<file path="src/esbs_pkg.sv">
// esbs_pkg: shared constants for the stop and brake supervisor.
// assumes one 125 MHz clock (pclk) and an apb register slave.
package esbs_pkg;
    // register byte offsets
    localparam logic [11:0] ESBS_OFF_CFG    = 12'h000;
    localparam logic [11:0] ESBS_OFF_STATUS = 12'h004;
    localparam logic [11:0] ESBS_OFF_IRQ_ST = 12'h008;
    localparam logic [11:0] ESBS_OFF_IRQ_EN = 12'h00c;
    localparam logic [11:0] ESBS_OFF_IRQ_CL = 12'h010;
    localparam logic [11:0] ESBS_OFF_MON    = 12'h014;
    // config switch bit positions (switch n at bit n-1)
    localparam int ESBS_SW_RESET = 0;
    localparam int ESBS_SW_BPOL  = 1;
    localparam int ESBS_SW_LOGIC = 2;
    localparam int ESBS_SW_RELAY = 3;
    localparam int ESBS_SW_INT   = 4;
    localparam int ESBS_SW_EXT   = 5;
    localparam int ESBS_SW_UV    = 6;
    // interrupt bit positions
    localparam int ESBS_IRQ_STOP  = 0;
    localparam int ESBS_IRQ_ARMED = 1;
    localparam int ESBS_IRQ_UV    = 2;
    localparam int ESBS_IRQ_W     = 3;
    // reset values
    localparam logic [7:0] ESBS_CFG_RST = 8'h70;
    // lamp timing: one blink phase in ns and cycles
    localparam int ESBS_CLK_NS      = 8;
    localparam int ESBS_PHASE_NS    = 250000000;
    localparam int ESBS_PHASE_CYC   = ESBS_PHASE_NS / ESBS_CLK_NS;
    localparam int ESBS_STEPS       = 4;
    // lamp colour codes
    typedef enum logic [1:0] {
        ESBS_LAMP_OFF   = 2'b00,
        ESBS_LAMP_GREEN = 2'b01,
        ESBS_LAMP_RED   = 2'b10
    } esbs_lamp_t;
    // lamp pattern selectors
    typedef enum logic [5:0] {
        ESBS_PAT_OK    = 6'b000001,
        ESBS_PAT_WAIT  = 6'b000010,
        ESBS_PAT_LOWMP = 6'b000100,
        ESBS_PAT_LOW24 = 6'b001000,
        ESBS_PAT_REGEN = 6'b010000,
        ESBS_PAT_OPEN  = 6'b100000
    } esbs_pat_t;
endpackage

</file>
<file path="src/esbs_lamp.sv">
// esbs_lamp: blink-code sequencer for the bicolour status lamp.
// assumes pattern input steady for several phases; restarts on change.
module esbs_lamp
    import esbs_pkg::*;
#(
    parameter int PHASE_CYC = ESBS_PHASE_CYC
) (
    input  wire logic       pclk,
    input  wire logic       presetn,
    input  wire logic       ce,
    input  esbs_pat_t       pattern,
    output esbs_lamp_t      lamp
);
    logic [31:0] tick_q;
    logic [1:0]  step_q;
    esbs_pat_t   pat_q;
    esbs_lamp_t  lamp_d;
    esbs_lamp_t  lamp_q;
    wire         tick_end = (tick_q == 32'(PHASE_CYC - 1));

    // phase counter and step of the four-step cycle
    always_ff @(posedge pclk or negedge presetn) begin
        if (!presetn) begin
            tick_q <= '0;
            step_q <= '0;
            pat_q  <= ESBS_PAT_OK;
            lamp_q <= ESBS_LAMP_OFF;
        end else if (ce) begin
            pat_q  <= pattern;
            lamp_q <= lamp_d;
            if (pattern != pat_q || tick_end) tick_q <= '0;
            else tick_q <= tick_q + 32'd1;
            if (pattern != pat_q) step_q <= '0;
            else if (tick_end) step_q <= step_q + 2'd1;
        end
    end

    // colour per step; each code fills four phases
    always_comb begin
        unique case (pat_q)
            ESBS_PAT_OK:    lamp_d = ESBS_LAMP_GREEN;
            ESBS_PAT_LOWMP: lamp_d = ESBS_LAMP_RED;
            ESBS_PAT_LOW24: lamp_d = step_q[1] ? ESBS_LAMP_RED
                                               : ESBS_LAMP_GREEN;
            ESBS_PAT_REGEN: lamp_d = (step_q == 2'd0) ? ESBS_LAMP_GREEN
                                                      : ESBS_LAMP_RED;
            ESBS_PAT_OPEN:  lamp_d = step_q[0] ? ESBS_LAMP_RED
                                               : ESBS_LAMP_GREEN;
            // green flash with dark gaps: distinct from solid green
            ESBS_PAT_WAIT:  lamp_d = step_q[0] ? ESBS_LAMP_OFF
                                               : ESBS_LAMP_GREEN;
            default:        lamp_d = ESBS_LAMP_RED;
        endcase
    end

    assign lamp = lamp_q;
endmodule

</file>
<file path="src/esbs_top.sv">
// esbs_top: emergency stop, motor power enable and brake supervisor.
// assumes all pin inputs are synchronous to pclk; apb register access.
// Operation
// switch 1: power waits for reset contact
// waiting-for-reset shows distinct lamp code
// switch 2 sets brake request polarity
// switch 3: logic output follows power
// switch 4: relay opens during stop
// switch 5: internal loop must be closed
// switch 6: external loop must be closed
// switch 7 enables under-voltage reporting
// lamp codes: green, red, blink patterns
// any open enabled loop blocks power
module esbs_top
    import esbs_pkg::*;
#(
    parameter int PHASE_CYC = ESBS_PHASE_CYC
) (
    input  wire logic        pclk,
    input  wire logic        presetn,
    input  wire logic        ce,
    input  wire logic        psel,
    input  wire logic        penable,
    input  wire logic        pwrite,
    input  wire logic [11:0] paddr,
    input  wire logic [31:0] pwdata,
    output logic      [31:0] prdata,
    output logic             pready,
    output logic             pslverr,
    input  wire logic        internal_stop_loop,
    input  wire logic        external_stop_loop,
    input  wire logic        reset_contact,
    input  wire logic        low_motor_volt,
    input  wire logic        low_logic_volt,
    input  wire logic        regen_locked,
    input  wire logic        brake_one_request,
    input  wire logic        brake_two_request,
    output logic             brake_one_output,
    output logic             brake_two_output,
    output logic             motor_power_en,
    output logic             stop_logic_output,
    output logic             relay_closed,
    output esbs_lamp_t       lamp,
    output logic             irq
);
    logic [7:0]          cfg_q;   // config_switch_bank image
    logic                power_q;
    logic                armed_q;  // loops closed, awaiting reset
    logic                b1_q;
    logic                b2_q;
    logic                logic_q;
    logic                relay_q;
    logic                stop_prev_q;
    logic                arm_prev_q;
    logic                uv_prev_q;
    logic [ESBS_IRQ_W-1:0] ist_q;
    logic [ESBS_IRQ_W-1:0] ien_q;
    logic [31:0]         rdata_q;

    // stop decision: an enabled loop that is open is a stop event
    wire int_open   = cfg_q[ESBS_SW_INT] && !internal_stop_loop;
    wire ext_open   = cfg_q[ESBS_SW_EXT] && !external_stop_loop;
    wire stop_act   = int_open || ext_open;
    wire need_reset = cfg_q[ESBS_SW_RESET];
    wire uv_on      = cfg_q[ESBS_SW_UV];
    wire low_mp     = uv_on && low_motor_volt;
    wire low_24     = uv_on && low_logic_volt;
    wire uv_any     = low_mp || low_24;
    // brake polarity: switch on means high request is active
    wire b1_d = cfg_q[ESBS_SW_BPOL] ? brake_one_request
                                    : !brake_one_request;
    wire b2_d = cfg_q[ESBS_SW_BPOL] ? brake_two_request
                                    : !brake_two_request;

    // apb decode; zero wait states, unmapped offsets error
    wire acc      = psel && penable;
    wire wr       = acc && pwrite;
    wire hit_cfg  = (paddr == ESBS_OFF_CFG);
    wire hit_stat = (paddr == ESBS_OFF_STATUS);
    wire hit_ist  = (paddr == ESBS_OFF_IRQ_ST);
    wire hit_ien  = (paddr == ESBS_OFF_IRQ_EN);
    wire hit_icl  = (paddr == ESBS_OFF_IRQ_CL);
    wire hit_mon  = (paddr == ESBS_OFF_MON);
    wire hit_any  = hit_cfg | hit_stat | hit_ist | hit_ien | hit_icl
                  | hit_mon;
    wire [31:0] stat_word = {25'h0, armed_q, regen_locked, low_24,
                             low_mp, ext_open, int_open, power_q};
    wire [31:0] mon_word  = {24'h0, relay_q, logic_q, b2_q, b1_q,
                             brake_two_request, brake_one_request,
                             external_stop_loop, internal_stop_loop};
    wire [31:0] rd_mux =
        hit_cfg  ? {24'h0, cfg_q} :
        hit_stat ? stat_word :
        hit_ist  ? {29'h0, ist_q} :
        hit_ien  ? {29'h0, ien_q} :
        hit_mon  ? mon_word : 32'h0000_0000;

    // interrupt events: rising edges of stop, armed and under-voltage
    wire [ESBS_IRQ_W-1:0] ev = {uv_any && !uv_prev_q,
                                armed_q && !arm_prev_q,
                                stop_act && !stop_prev_q};
    wire [ESBS_IRQ_W-1:0] clr = (wr && hit_icl) ? pwdata[ESBS_IRQ_W-1:0]
                                                : '0;

    // register file; the clear loses to a same-cycle event
    always_ff @(posedge pclk or negedge presetn) begin
        if (!presetn) begin
            cfg_q   <= ESBS_CFG_RST;
            ien_q   <= '0;
            ist_q   <= '0;
            rdata_q <= '0;
        end else if (ce) begin
            if (wr && hit_cfg) cfg_q <= pwdata[7:0];
            if (wr && hit_ien) ien_q <= pwdata[ESBS_IRQ_W-1:0];
            ist_q <= (ist_q & ~clr) | ev;
            if (psel && !penable && !pwrite) rdata_q <= rd_mux;
        end
    end

    // power sequencing and edge history
    always_ff @(posedge pclk or negedge presetn) begin
        if (!presetn) begin
            power_q     <= 1'b0;
            armed_q     <= 1'b0;
            stop_prev_q <= 1'b0;
            arm_prev_q  <= 1'b0;
            uv_prev_q   <= 1'b0;
        end else if (ce) begin
            stop_prev_q <= stop_act;
            arm_prev_q  <= armed_q;
            uv_prev_q   <= uv_any;
            if (stop_act) begin
                power_q <= 1'b0;
                armed_q <= 1'b0;
            end else if (!power_q && !need_reset) begin
                power_q <= 1'b1;
                armed_q <= 1'b0;
            end else if (!power_q && reset_contact) begin
                power_q <= 1'b1;
                armed_q <= 1'b0;
            end else if (!power_q) begin
                armed_q <= 1'b1;
            end else begin
                armed_q <= 1'b0;
            end
        end
    end

    // registered pin outputs
    always_ff @(posedge pclk or negedge presetn) begin
        if (!presetn) begin
            b1_q    <= 1'b0;
            b2_q    <= 1'b0;
            logic_q <= 1'b0;
            relay_q <= 1'b0;
        end else if (ce) begin
            b1_q    <= b1_d;
            b2_q    <= b2_d;
            logic_q <= cfg_q[ESBS_SW_LOGIC] && power_q;
            // relay stays closed when not tied to stop state
            relay_q <= !(cfg_q[ESBS_SW_RELAY] && stop_act);
        end
    end

    // lamp priority: open loop, waiting, supplies, regen, ok
    wire esbs_pat_t pat =
        stop_act     ? ESBS_PAT_OPEN :
        armed_q      ? ESBS_PAT_WAIT :
        low_mp       ? ESBS_PAT_LOWMP :
        low_24       ? ESBS_PAT_LOW24 :
        regen_locked ? ESBS_PAT_REGEN : ESBS_PAT_OK;

    esbs_lamp #(
        .PHASE_CYC (PHASE_CYC)
    ) u_lamp (
        .pclk    (pclk),
        .presetn (presetn),
        .ce      (ce),
        .pattern (pat),
        .lamp    (lamp)
    );

    assign prdata            = rdata_q;
    assign pready            = 1'b1;
    assign pslverr           = acc && !hit_any;
    assign irq               = |(ist_q & ien_q);
    assign brake_one_output  = b1_q;
    assign brake_two_output  = b2_q;
    assign motor_power_en    = power_q;
    assign stop_logic_output = logic_q;
    assign relay_closed      = relay_q;

    // checks
    property p_loop_int;
        @(posedge pclk) disable iff (!presetn)
        (ce && cfg_q[ESBS_SW_INT] && !internal_stop_loop)
            |=> !motor_power_en;
    endproperty
    a_loop_int: assert property (p_loop_int)
        else $error("power on with internal loop open");
    property p_loop_ext;
        @(posedge pclk) disable iff (!presetn)
        (ce && cfg_q[ESBS_SW_EXT] && !external_stop_loop)
            |=> !motor_power_en;
    endproperty
    a_loop_ext: assert property (p_loop_ext)
        else $error("power on with external loop open");
    property p_need_reset;
        @(posedge pclk) disable iff (!presetn)
        (ce && need_reset && !power_q && !reset_contact)
            |=> !motor_power_en;
    endproperty
    a_need_reset: assert property (p_need_reset)
        else $error("power rose without reset contact");
    property p_wait_lamp;
        @(posedge pclk) disable iff (!presetn)
        (ce && armed_q && !stop_act) [*2] |=> lamp != ESBS_LAMP_RED;
    endproperty
    a_wait_lamp: assert property (p_wait_lamp)
        else $error("waiting state lacks its lamp code");
    property p_brake;
        @(posedge pclk) disable iff (!presetn)
        ce |=> brake_one_output == ($past(cfg_q[ESBS_SW_BPOL]) ~^
                                    $past(brake_one_request));
    endproperty
    a_brake: assert property (p_brake)
        else $error("brake one polarity wrong");
    property p_logic_out;
        @(posedge pclk) disable iff (!presetn)
        ce && !cfg_q[ESBS_SW_LOGIC] |=> !stop_logic_output;
    endproperty
    a_logic_out: assert property (p_logic_out)
        else $error("logic output true while disabled");
    property p_relay;
        @(posedge pclk) disable iff (!presetn)
        ce && cfg_q[ESBS_SW_RELAY] && stop_act |=> !relay_closed;
    endproperty
    a_relay: assert property (p_relay)
        else $error("relay closed during stop");
    property p_uv_off;
        @(posedge pclk) disable iff (!presetn)
        ce && !cfg_q[ESBS_SW_UV] && !ist_q[ESBS_IRQ_UV]
            |=> !ist_q[ESBS_IRQ_UV];
    endproperty
    a_uv_off: assert property (p_uv_off)
        else $error("under-voltage reported while off");
    property p_lamp_ok;
        @(posedge pclk) disable iff (!presetn)
        (ce && pat == ESBS_PAT_OK) [*3] |=> lamp == ESBS_LAMP_GREEN;
    endproperty
    a_lamp_ok: assert property (p_lamp_ok)
        else $error("lamp not green with no error");
    property p_stop_power;
        @(posedge pclk) disable iff (!presetn)
        ce && stop_act |=> !motor_power_en ##1 1;
    endproperty
    a_stop_power: assert property (p_stop_power)
        else $error("power on during stop event");
    // per-switch pin behaviour, sticky event and freeze paths
    property p_brake_two;
        @(posedge pclk) disable iff (!presetn)
        ce |=> brake_two_output == ($past(cfg_q[ESBS_SW_BPOL]) ~^
                                    $past(brake_two_request));
    endproperty
    a_brake_two: assert property (p_brake_two)
        else $error("brake two polarity wrong");
    property p_logic_follow;
        @(posedge pclk) disable iff (!presetn)
        ce && cfg_q[ESBS_SW_LOGIC]
            |=> stop_logic_output == $past(motor_power_en);
    endproperty
    a_logic_follow: assert property (p_logic_follow)
        else $error("logic output not following power");
    property p_relay_free;
        @(posedge pclk) disable iff (!presetn)
        ce && !cfg_q[ESBS_SW_RELAY]
            |=> relay_closed;
    endproperty
    a_relay_free: assert property (p_relay_free)
        else $error("relay opened while not tied to stop");
    // set must win over a same-cycle clear
    property p_uv_sticky;
        @(posedge pclk) disable iff (!presetn)
        ce && cfg_q[ESBS_SW_UV] && low_motor_volt && !uv_prev_q
            |=> ist_q[ESBS_IRQ_UV];
    endproperty
    a_uv_sticky: assert property (p_uv_sticky)
        else $error("under-voltage event lost");
    property p_reset_power;
        @(posedge pclk) disable iff (!presetn)
        ce && armed_q && !stop_act && reset_contact
            |=> motor_power_en;
    endproperty
    a_reset_power: assert property (p_reset_power)
        else $error("reset contact did not enable power");
    property p_power_free;
        @(posedge pclk) disable iff (!presetn)
        ce && !stop_act && !need_reset
            |=> motor_power_en;
    endproperty
    a_power_free: assert property (p_power_free)
        else $error("power held off with no reset needed");
    // clock enable low must hold the power state
    property p_freeze;
        @(posedge pclk) disable iff (!presetn)
        !ce
            |=> $stable(motor_power_en);
    endproperty
    a_freeze: assert property (p_freeze)
        else $error("power moved while clock enable low");
endmodule

</file>
<file path="config.mk">
export PLATFORM = sky130hd
export DESIGN_NAME = esbs_top
export DESIGN_NICKNAME = d
export VERILOG_FILES = /design/src/esbs_pkg.sv /design/src/esbs_lamp.sv /design/src/esbs_top.sv
export SDC_FILE = /design/constraint.sdc
export NUM_CORES = 1
export LEC_CHECK = 0
export BUFFER_PORTS_ARGS = -buffer_cell sky130_fd_sc_hd__buf_2
export CAP_MARGIN = 30
export CORE_MARGIN = 3
export CORE_UTILIZATION = 35
export CTS_CLUSTER_DIAMETER = 30
export CTS_CLUSTER_SIZE = 14
export DETAILED_ROUTE_END_ITERATION = 16
export PLACE_DENSITY = 0.61
export SETUP_SLACK_MARGIN = 0.2
export SLEW_MARGIN = 10
export SYNTH_ARGS = -nofsm -noshare
export SYNTH_HDL_FRONTEND = slang
export SYNTH_SLANG_ARGS = --single-unit
</file>
<file path="constraint.sdc">
create_clock -name pclk -period 2.6 [get_ports pclk]
set_clock_uncertainty 0.15 [all_clocks]
set_input_delay 0.26 -clock pclk [delete_from_list [all_inputs] [get_ports pclk]]
set_output_delay 0.26 -clock pclk [all_outputs]
set_load 0.01 [all_outputs]
</file>
==> results of run 1 <==
==> per-stage QoR <==
stage / setup slack [ps] / utilization [%] / instances / power, uW / instance area (um^2)
detailed placement: 179 / 39.9 / 616 / 1370 / 4460
global route: 173 / 42.9 / 638 / 2610 / 4790
floorplan: 302 / - / 457 / 1310 / 4200
finish: 328 / 42.9 / 638 / 2500 / 4790
CTS: 225 / 42.7 / 636 / 2540 / 4770
global placement: 197 / 39.9 / 616 / 1360 / 4460
==> cell usage after synthesis (4+ instances only) <==
cell and count:
sky130_fd_sc_hd__dfrtp_1 68, sky130_fd_sc_hd__nand2_1 48, sky130_fd_sc_hd__nor2_1 41, sky130_fd_sc_hd__buf_4 25, sky130_fd_sc_hd__inv_1 21, sky130_fd_sc_hd__nand3_1 19, sky130_fd_sc_hd__xnor2_1 15, sky130_fd_sc_hd__xor2_1 15
sky130_fd_sc_hd__mux2_2 14, sky130_fd_sc_hd__o21ai_0 14, sky130_fd_sc_hd__clkbuf_1 11, sky130_fd_sc_hd__nor2_4 10, sky130_fd_sc_hd__and3_1 9, sky130_fd_sc_hd__nor3_1 9, sky130_fd_sc_hd__a21oi_1 8, sky130_fd_sc_hd__nand4_1 8
sky130_fd_sc_hd__mux2i_1 7, sky130_fd_sc_hd__and4_1 6, sky130_fd_sc_hd__a31oi_1 5, sky130_fd_sc_hd__nand2b_1 5, sky130_fd_sc_hd__nor2b_1 5, sky130_fd_sc_hd__o22ai_1 5, sky130_fd_sc_hd__o31ai_1 5, sky130_fd_sc_hd__dfstp_2 4
==> where the power goes <==
group	internal, uW	switching, uW
logic	77.5	131
registers	1140	14.1
clock network	668	478
total	1880	623
==> metal layers <==
| metal | global-route usage, % | part of all wire [%] |
|---|---|---|
| met1 | 19.2 | 46 |
| met3 | 4.12 | 6.2 |
| met4 | 4.04 | 1.0 |
| met5 | 0 | 0 |
| met2 | 22.8 | 47 |
==> critical path, delay by kind of cell (launching register included) <==
kind,cells,cell delay (ps)
and+or+nand+nor,2,720
buffers and inverters,2,340
AOI/OAI and AO/OA,4,600
DFF,1,380
==> logic make-up (layout without fill, tap and decap cells) <==
logic type	after synthesis	after routing	share of synthesized area, %
AND/OR/NAND/NOR	179	179	23.5
XOR/XNOR	30	30	6.39
adder cells (fa/ha/maj)	3	3	0.912
flip-flops	72	72	43.9
buffers and inverters	63	104	8.57
AO/OA/AOI/OAI	64	64	11.0
multiplexers	21	21	5.53
other	2	25	0.182
==> state kept, by name, summed over array words and instances, names as in the netlist <==
signal	count
brake_one_output	1
cfg_q	8
u_lamp.pat_q	5
uv_prev_q	1
ist_q	3
stop_prev_q	1
relay_closed	1
armed_q	1
u_lamp.step_q	2
u_lamp.lamp	2
prdata	8
motor_power_en	1
stop_logic_output	1
ien_q	3
arm_prev_q	1
brake_two_output	1
u_lamp.tick_q	32
==> cell type report <==
cell class | instances | share of cell area, %
timing repair buffer | 67 | 8.38
inverter | 21 | 1.64
sequential | 72 | 37.7
tap | 140 | 3.65
clock inverter | 5 | 0.679
multi-input combinational | 322 | 42.9
clock buffer | 11 | 5.06
==> worst max-delay path by stage <==
stage | startpoint | end | slack [ps]
after floorplan | armed_q$_DFFE_PN0P_ | u_lamp.tick_q[22]$_DFFE_PN0P_ | 300
after global placement | cfg_q[5]$_DFFE_PN1P_ | u_lamp.step_q[1]$_DFFE_PN0P_ | 200
after detailed placement | cfg_q[5]$_DFFE_PN1P_ | u_lamp.step_q[1]$_DFFE_PN0P_ | 180
after CTS | u_lamp.tick_q[28]$_DFFE_PN0P_ | u_lamp.tick_q[11]$_DFFE_PN0P_ | 230
after global routing | u_lamp.tick_q[14]$_DFFE_PN0P_ | u_lamp.step_q[0]$_DFFE_PN0P_ | 170
final | cfg_q[5]$_DFFE_PN1P_ | u_lamp.step_q[1]$_DFFE_PN0P_ | 330
==> cells in the final DEF, fill, tap and decap left out, types with 4 or more instances in the layout <==
cell type                   netlist  layout
sky130_fd_sc_hd__dfstp_2          4       4
sky130_fd_sc_hd__o22ai_1          5       5
sky130_fd_sc_hd__nor3_1           9       9
sky130_fd_sc_hd__dfrtp_1         68      68
sky130_fd_sc_hd__clkbuf_16        0       9
sky130_fd_sc_hd__and4_1           6       6
sky130_fd_sc_hd__mux2i_1          7       7
sky130_fd_sc_hd__xnor2_1         15      15
sky130_fd_sc_hd__a31oi_1          5       5
sky130_fd_sc_hd__and3_1           9       9
sky130_fd_sc_hd__nand2b_1         5       5
sky130_fd_sc_hd__o21ai_0         14      14
sky130_fd_sc_hd__nor2b_1          5       5
sky130_fd_sc_hd__buf_2            3      50
sky130_fd_sc_hd__nor2_1          41      41
sky130_fd_sc_hd__buf_4           25      12
sky130_fd_sc_hd__o31ai_1          5       5
sky130_fd_sc_hd__conb_1           2      25
sky130_fd_sc_hd__xor2_1          15      15
sky130_fd_sc_hd__nand3_1         19      19
sky130_fd_sc_hd__a21oi_1          8       8
sky130_fd_sc_hd__nor2_4          10      10
sky130_fd_sc_hd__nand4_1          8       8
sky130_fd_sc_hd__nand2_1         48      48
sky130_fd_sc_hd__mux2_2          14      14
sky130_fd_sc_hd__inv_1           21      20
==> repair_timing <==
item | in CTS | in global routing
gates resized for setup | 0 | 3
setup buffers | 1 | 2
hold buffers | 3 | 0
hold endpoints to repair | 21 | 0
endpoints found under the setup margin | 17 | 29
pin swaps | 1 | 0
==> impl_summary.txt, run 1 <==
----------------------------------------------------
[Die]
  Die width ... between 100 and 150 um
  Die Y-Extent ... 114 um
  Initial Util ... between 30 and 40%
  # IOs ... 100
  Area enclosed by the die boundary ... about 13000 um^2
  Area inside the core boundary ... between 10000 and 15000 um^2
  Standard-cell rows ... 38

[Yosys]
  Cell types with the largest area share after synthesis ... sky130_fd_sc_hd__dfrtp_1, sky130_fd_sc_hd__buf_4, sky130_fd_sc_hd__nand2_1, sky130_fd_sc_hd__mux2_2, sky130_fd_sc_hd__nor2_1
  Cell taking the most area after synthesis ... sky130_fd_sc_hd__dfrtp_1
  Cells after Synth ... about 430
  Number of different library cells in the post-synthesis netlist ... a little over 60
  Post-synth design cell area ... about 4100 um^2
  Mean area per synthesized cell ... 9.48 um^2
  YS warnings ... 0
  Predominant post-synthesis flop cell ... sky130_fd_sc_hd__dfrtp_1
  Share of flip-flops with an asynchronous set or reset ... 100%
  Total of flip-flops plus latches after synthesis ... 72
  Number of flops mapped to enable cells by yosys ... 0
  Area fraction of the dominant cell type after synthesis ... around two fifths
  Fraction of the yosys area taken by sequential cells ... between 40% and 50%

[Job]
  Max capacitance violation total ... 0

[Route]
  Overall via count from detail_route ... 3200
  Routed wirelength normalized by instance count ... approximately 14 um
  Number of optimization iterations in the first detailed-route pass ... 5
  Via-to-Cell Ratio ... around 5
  DRC violation count after routing ... 0
  Starting DRC count in detailed routing ... 208
  Total detailed-routing wirelength ... ~9000 um
  Remaining antenna violation count ... 0

[Critical path]
  Data arrival time of the critical path ... 2380 ps
  Delay contributed by the slowest stage of the critical path ... between 500 and 600 ps
  Worst Path Class, Setup ... flop to flop
  Cell chain of the critical path ... nor2b_1 -> or4_4 -> a21o_1 -> a211oi_4 -> buf_6 -> a21oi_4 -> buf_12 -> o22ai_1
  Endpoint kind of the worst setup timing path ... flop
  Worst flop-to-flop path startpoint ... cfg_q[5]$_DFFE_PN1P_
  Required time of the worst setup path ... roughly 2700 ps
  R2r endpoint ... u_lamp.step_q[1]$_DFFE_PN0P_
  Peak fanout along the critical path ... 15
  R2r worst-path depth ... 8
  Slowest stage cell, crit path ... sky130_fd_sc_hd__or4_4
  Minimum setup slack among reg-to-reg paths ... 330 ps
  Kind of launch point of the worst setup path ... flop

[Power]
  Total power density per cell area ... about 520 nW/um^2
  Pleak ... between 0.002 and 0.0025 uW
  Peak VDD IR ... approximately 0.32 mV

[Timing]
  Final worst-path cycle share ... roughly 90%
  Total of endpoints with negative setup slack in the final report ... 0
  Time the final worst path needs with I/O delays and setup ... roughly 2300 ps
  Unrepaired setup endpoints after global routing ... yes
  Transition at the pin with the smallest max-transition slack ... around 600 ps
  Final max-slew violation count ... 0
  Worst hold slack ... about 14 ps
  TNS Setup ... 0 ps
  Highest clock rate ... around 0.44 GHz
  Relative slew slack ... roughly 60%
  Total count of hold-check failures in the final report ... 0

[GRT]
  Antenna violations before repair ... 0
  First-pass GRT wire length ... around 15000 um
  Vias in the first global route ... around 3100
  Sum of overflow across all layers after global routing ... 0
  Largest net degree at the start of global routing ... 36
  Total track usage ... about 14%

[Clock network]
  Clock sinks ... between 70 and 80
  H-tree lvl count ... 3
  Maximum number of buffers from clock root to sink ... 2
  Clk Tree Root Cell ... sky130_fd_sc_hd__clkbuf_16
  CTS clk-pin slew, worst paths ... 60 ps
  Num CTS Buffers ... 9
  Clock tree from TritonCTS ... built
  Clock latency reported for the late side of the worst-skew pair ... 340 ps

[Cells and area]
  Layout cells sized above 1 ... a little under a quarter
  Synth-to-Final Area Change ... 16.5%
  Register area ... 1810 um^2
  Number of inserted diodes ... 0
  Final net count ... roughly 550
  Count of fill cells added during filler insertion ... 1112
  Area occupied by multi-input gates ... about 2100 um^2

[Placement]
  Detailed-placement wirelength estimate ... ~6600 um
  Count of input and output buffers ... 50
  Final GP Congestion ... around 0.84

[Min path]
  Worst hold stages ... 2
  Source of the worst hold timing path ... pwdata[3]
  Hold Crit Endpoint ... cfg_q[3]$_DFFE_PN0P_
  HP Class ... input port to flop

[Outcome]
  Status ... completed

----------------------------------------------------
No activity file was read; power rests on OpenSTA's default activity.
==> inputs of run 2 (changes only) <==
--- a/config.mk
+++ b/config.mk
@@ -12,6 +12,7 @@
 export CTS_CLUSTER_DIAMETER = 30
 export CTS_CLUSTER_SIZE = 14
 export DETAILED_ROUTE_END_ITERATION = 16
+export MAX_ROUTING_LAYER = met4
 export PLACE_DENSITY = 0.61
 export SETUP_SLACK_MARGIN = 0.2
 export SLEW_MARGIN = 10
==> run 2 against run 1 <==
Compared with the run above:
- global-route usage up 0.42 points
- clock power about the same
- count of clock-buffer cells in the layout is the same
- maximum frequency barely moved
- cell count unchanged
- power about the same
- sequential cell count did not move
- critical endpoint unchanged
- highest routed layer unchanged
==> impl_summary.txt, run 2 (synthesized netlist as in run 1, its figures left out) <==
----------------------------------------------------
[Cells and area]
  Area occupied by multi-input gates ... between 2000 and 2500 um^2
  Count of fill cells added during filler insertion ... ~1100
  Synth-to-Final Area Change ... 16.5%
  Non-Filler Instances ... about 640
  Register area ... between 1500 and 2000 um^2
  Final net count ... 554
  Leading cell type in the layout, fill and taps excluded ... sky130_fd_sc_hd__dfrtp_1
  Register ranked first by flip-flop count ... u_lamp.tick_q
  Number of inserted diodes ... 0
  Most frequent cells in the layout ... sky130_fd_sc_hd__dfrtp_1, sky130_fd_sc_hd__buf_2, sky130_fd_sc_hd__nand2_1, sky130_fd_sc_hd__nor2_1, sky130_fd_sc_hd__conb_1
  Layout cells sized above 1 ... between 20% and 30%
  Largest register FFs ... 32

[Die]
  Initial Util ... between 30 and 40%
  Die width ... roughly 110 um
  # IOs ... 100
  Die Y-Extent ... 114 um
  Area inside the core boundary ... between 10000 and 15000 um^2
  Area enclosed by the die boundary ... around 13000 um^2
  Standard-cell rows ... 38

[Min path]
  HP Class ... input port to flop

[Placement]
  Count of input and output buffers ... 50
  Detailed-placement wirelength estimate ... approximately 6600 um
  Placed cell count ... 616
  Final GP Congestion ... ~0.85

[Power]
  Total power density per cell area ... around 520 nW/um^2
  Pleak ... ~0.0022 uW
  Peak VDD IR ... 0.316 mV

[Critical path]
  Required time of the worst setup path ... 2710 ps
  Peak fanout along the critical path ... 15
  Kind of launch point of the worst setup path ... flop
  Data arrival time of the critical path ... between 2000 and 2500 ps
  Delay contributed by the slowest stage of the critical path ... between 500 and 600 ps
  Cell chain of the critical path ... nor2b_1 -> or4_4 -> a21o_1 -> a211oi_4 -> buf_6 -> a21oi_4 -> buf_12 -> o22ai_1
  Slowest stage cell, crit path ... sky130_fd_sc_hd__or4_4
  Worst Path Class, Setup ... flop to flop
  Endpoint kind of the worst setup timing path ... flop

[Job]
  Max capacitance violation total ... 0

[Clock network]
  Clock latency reported for the late side of the worst-skew pair ... ~340 ps
  Clock sinks ... 72
  Maximum number of buffers from clock root to sink ... 2
  Num CTS Buffers ... 9
  CTS clk-pin slew, worst paths ... around 60 ps
  Clock tree from TritonCTS ... built
  Clk Tree Root Cell ... sky130_fd_sc_hd__clkbuf_16
  H-tree lvl count ... 3

[Timing]
  Relative slew slack ... 60.8%
  Time the final worst path needs with I/O delays and setup ... ~2300 ps
  Total of endpoints with negative setup slack in the final report ... 0
  Total count of hold-check failures in the final report ... 0
  Transition at the pin with the smallest max-transition slack ... 587 ps
  Final max-slew violation count ... 0
  Final worst-path cycle share ... 87.4%
  TNS Setup ... 0 ps
  Highest clock rate ... 0.440 GHz
  Unrepaired setup endpoints after global routing ... yes

[GRT]
  First-pass GRT wire length ... around 15000 um
  Antenna violations before repair ... 0
  Sum of overflow across all layers after global routing ... 0
  Vias in the first global route ... approximately 3100
  Total track usage ... 14.8%
  Largest net degree at the start of global routing ... 36

[Route]
  DRC violation count after routing ... 0
  Via-to-Cell Ratio ... 5.07
  Remaining antenna violation count ... 0
  Starting DRC count in detailed routing ... between 200 and 250
  Overall via count from detail_route ... between 3000 and 4000
  Number of optimization iterations in the first detailed-route pass ... 4
  Routed wirelength normalized by instance count ... about 14 um
  Total detailed-routing wirelength ... between 9000 and 10000 um

[Outcome]
  Status ... completed

----------------------------------------------------
-- run 2: path summary, 6_finish.rpt --
path                                        from                            end  slack, ps  cells after the start
max                         cfg_q[5]$_DFFE_PN1P_   u_lamp.step_q[1]$_DFFE_PN0P_        330                      8
min                                    pwdata[3]           cfg_q[3]$_DFFE_PN0P_         20                      2
max reg2reg                 cfg_q[5]$_DFFE_PN1P_   u_lamp.step_q[1]$_DFFE_PN0P_        330                      8
min reg2reg                prdata[5]$_DFFE_PN0P_          prdata[5]$_DFFE_PN0P_        320                      2
max in group asynchronous                presetn  u_lamp.tick_q[17]$_DFFE_PN0P_       1190                      3
min in group asynchronous                presetn    u_lamp.pat_q[1]$_DFFE_PN0P_        310                      2
-- run 2: worst max-delay path, delay by kind of cell, from the launching register on --
family	cells	cell delay, ps
compound gates	4	600
flops	1	380
simple gates	2	720
buf+inv	2	340
-- run 2: where the power goes --
part | switching [uW] | internal, uW | total [uW]
registers | 14.0 | 1140 | 1150
logic | 131 | 77.6 | 208
clock network | 479 | 668 | 1150
-- run 2: final cells by class --
class / instances / share of cell area (%)
multi-input combinational: 322 / 42.9
clock inverter: 5 / 0.679
tap: 140 / 3.65
sequential: 72 / 37.7
timing repair buffer: 67 / 8.38
inverter: 21 / 1.64
clock buffer: 11 / 5.06
-- run 2: routing by layer --
| metal | vias up | global-route usage (%) | share of wire, % |
|---|---|---|---|
| li1 | 1581 | - | - |
| met1 | 1565 | 19.1 | 46 |
| met2 | 83 | 22.9 | 47 |
| met3 | 7 | 4.12 | 6.0 |
| met4 | 0 | 4.04 | 0.85 |
| met5 | - | - | 0 |
-- run 2: metrics by stage --
step                power, uW  utilization (%)  hold slack (ps)  instance area, um^2  setup slack, ps
floorplan                1310                -             -186                 4200              302
global placement         1360             39.9              140                 4460              197
detailed placement       1370             39.9              154                 4460              179
finish                   2510             42.9             15.7                 4790              328
CTS                      2540             42.7             9.18                 4770              225
global route             2610             42.9             9.88                 4790              173
-- run 2: timing repair --
item,CTS,global route
hold endpoints to repair,21,0
setup endpoints to repair,17,29
hold buffers,3,0
setup buffers,1,2
pin swaps,1,0
gates resized for setup,0,3
==> inputs of run 3 (changes only) <==
--- a/config.mk
+++ b/config.mk
@@ -14,6 +14,7 @@
 export DETAILED_ROUTE_END_ITERATION = 16
 export MAX_ROUTING_LAYER = met4
 export PLACE_DENSITY = 0.61
+export RECOVER_POWER = 25
 export SETUP_SLACK_MARGIN = 0.2
 export SLEW_MARGIN = 10
 export SYNTH_ARGS = -nofsm -noshare
==> run 3 against run 2 <==
Compared with the run above:
- maximum frequency is 0.60% lower
- worst hold slack lost 0.74 ps
- non-clock buffer count stayed put
- wire length rose by 0.25%
- setup slack got worse by 14 ps
- largest cell class unchanged
==> impl_summary.txt, run 3 (synthesized netlist as in run 1, its figures left out) <==
----------------------------------------------------
[Outcome]
  Status ... completed

[Timing]
  Total of endpoints with negative setup slack in the final report ... 0
  Final worst-path cycle share ... 87.9%
  Unrepaired setup endpoints after global routing ... yes
  TNS Setup ... 0 ps
  Final max-slew violation count ... 0
  Transition at the pin with the smallest max-transition slack ... 1400 ps
  Time the final worst path needs with I/O delays and setup ... ~2300 ps
  Relative slew slack ... under 10%
  Worst hold slack ... between 10 and 15 ps
  Final setup margin ... around 310 ps
  Highest clock rate ... 0.438 GHz
  Total count of hold-check failures in the final report ... 0

[Clock network]
  Clock tree from TritonCTS ... built
  Clock sinks ... about 70
  Clk Tree Root Cell ... sky130_fd_sc_hd__clkbuf_16
  Clock latency reported for the late side of the worst-skew pair ... between 300 and 400 ps
  H-tree lvl count ... 3
  Num CTS Buffers ... 9
  CTS clk-pin slew, worst paths ... around 60 ps
  Maximum number of buffers from clock root to sink ... 2

[Placement]
  Placed cell count ... 616
  Worst-case setup slack after placement ... between 150 and 200 ps
  Detailed-placement wirelength estimate ... between 6000 and 7000 um
  Count of input and output buffers ... 50
  Final GP Congestion ... about 0.85

[Critical path]
  Required time of the worst setup path ... approximately 2700 ps
  Minimum setup slack among reg-to-reg paths ... ~310 ps
  R2r worst-path depth ... 8
  Number of buffers and inverters on the critical path ... 2
  Data arrival time of the critical path ... around 2400 ps
  Worst Path Class, Setup ... flop to flop
  R2r endpoint ... u_lamp.step_q[1]$_DFFE_PN0P_
  Endpoint kind of the worst setup timing path ... flop
  Worst flop-to-flop path startpoint ... cfg_q[5]$_DFFE_PN1P_
  Cell chain of the critical path ... nor2b_1 -> or4_4 -> a21o_1 -> a211oi_4 -> buf_6 -> a21oi_4 -> buf_12 -> o22ai_1
  Peak fanout along the critical path ... 15
  Delay contributed by the slowest stage of the critical path ... between 500 and 600 ps
  Kind of launch point of the worst setup path ... flop
  Slowest stage cell, crit path ... sky130_fd_sc_hd__or4_4
  Top delay family on crit path ... simple AND/OR/NAND/NOR gates

[Route]
  Starting DRC count in detailed routing ... approximately 200
  DRC violation count after routing ... 0
  Total detailed-routing wirelength ... about 9100 um
  Number of optimization iterations in the first detailed-route pass ... 4
  Via-to-Cell Ratio ... ~5.1
  Routed wirelength normalized by instance count ... 14.2 um
  Overall via count from detail_route ... 3233
  Remaining antenna violation count ... 0

[Min path]
  Source of the worst hold timing path ... pwdata[3]
  Worst hold stages ... 2
  Hold Crit Endpoint ... cfg_q[3]$_DFFE_PN0P_
  HP Class ... input port to flop

[Die]
  Area inside the core boundary ... ~11000 um^2
  Die Y-Extent ... 114 um
  Area enclosed by the die boundary ... approximately 13000 um^2
  Initial Util ... a little under two fifths
  Die width ... 114 um
  Standard-cell rows ... 38
  # IOs ... 100

[Cells and area]
  Leading cell type in the layout, fill and taps excluded ... sky130_fd_sc_hd__dfrtp_1
  Register ranked first by flip-flop count ... u_lamp.tick_q
  Final net count ... approximately 550
  Non-Filler Instances ... approximately 640
  Most frequent cells in the layout ... sky130_fd_sc_hd__dfrtp_1, sky130_fd_sc_hd__nand2_1, sky130_fd_sc_hd__nor2_1, sky130_fd_sc_hd__buf_2, sky130_fd_sc_hd__conb_1
  Largest register FFs ... 32
  Count of fill cells added during filler insertion ... between 1000 and 1500
  Number of inserted diodes ... 0
  Register area ... ~1800 um^2
  Synth-to-Final Area Change ... 16.1%
  Area occupied by multi-input gates ... 2060 um^2
  Layout cells sized above 1 ... between 20% and 30%

[Power]
  Total power density per cell area ... between 500 and 600 nW/um^2
  Pleak ... ~0.0021 uW
  Sum of internal, switching and leakage power ... roughly 2500 uW
  Peak VDD IR ... approximately 0.32 mV

[GRT]
  Largest net degree at the start of global routing ... 36
  Total track usage ... roughly 15%
  First-pass GRT wire length ... 15200 um
  Sum of overflow across all layers after global routing ... 0
  Vias in the first global route ... 3098
  Antenna violations before repair ... 0

[Job]
  Max capacitance violation total ... 0

----------------------------------------------------
==> run 3: worst max-delay path by stage <==
stage	slack (ps)	end	startpoint	depth (start not counted)
after floorplan	300	u_lamp.tick_q[22]$_DFFE_PN0P_	armed_q$_DFFE_PN0P_	8
after global placement	200	u_lamp.step_q[1]$_DFFE_PN0P_	cfg_q[5]$_DFFE_PN1P_	7
after detailed placement	180	u_lamp.step_q[1]$_DFFE_PN0P_	cfg_q[5]$_DFFE_PN1P_	7
after CTS	230	u_lamp.tick_q[11]$_DFFE_PN0P_	u_lamp.tick_q[28]$_DFFE_PN0P_	6
after global routing	160	u_lamp.step_q[1]$_DFFE_PN0P_	cfg_q[5]$_DFFE_PN1P_	8
final	310	u_lamp.step_q[1]$_DFFE_PN0P_	cfg_q[5]$_DFFE_PN1P_	8
==> run 3: report_power, final <==
part / leakage [uW] / total, uW / internal, uW / switching, uW
Sequential: 0.000970 / 1150 / 1140 / 14.4
Combinational: 0.00101 / 206 / 75.7 / 131
Clock: 0.000128 / 1150 / 668 / 479
Total: 0.00211 / 2500 / 1880 / 624
==> run 3: per-layer routing <==
metal / part of all wire (%) / track usage (%) / wire length [um]
met5: 0 / - / 0
met4: 1.1 / 4.04 / 97
met3: 6.1 / 4.12 / 552
met2: 48 / 22.9 / 4300
met1: 45 / 19.1 / 4100
==> run 3: final cells by class <==
type                    count  share of cell area, %
well taps                 140                   3.67
clock inverters             5                  0.681
repair buffers             67                   8.09
multi-input cells         322                   43.0
inverters                  21                   1.65
flip-flops and latches     72                   37.8
clock buffers              11                   5.08
==> run 3: repair_timing <==
| item | in CTS | in global routing |
|---|---|---|
| resized for setup | 0 | 3 |
| pin swaps | 1 | 0 |
| endpoints found under the hold margin | 21 | 0 |
| endpoints found under the setup margin | 17 | 29 |
| hold buffers | 3 | 0 |
| buffers inserted | 1 | 2 |
==> run 3: through the flow <==
step	cell area, um^2	util [%]
floorplan	4200	-
global placement	4460	39.9
detailed placement	4460	39.9
CTS	4770	42.7
global route	4780	42.8
finish	4780	42.8
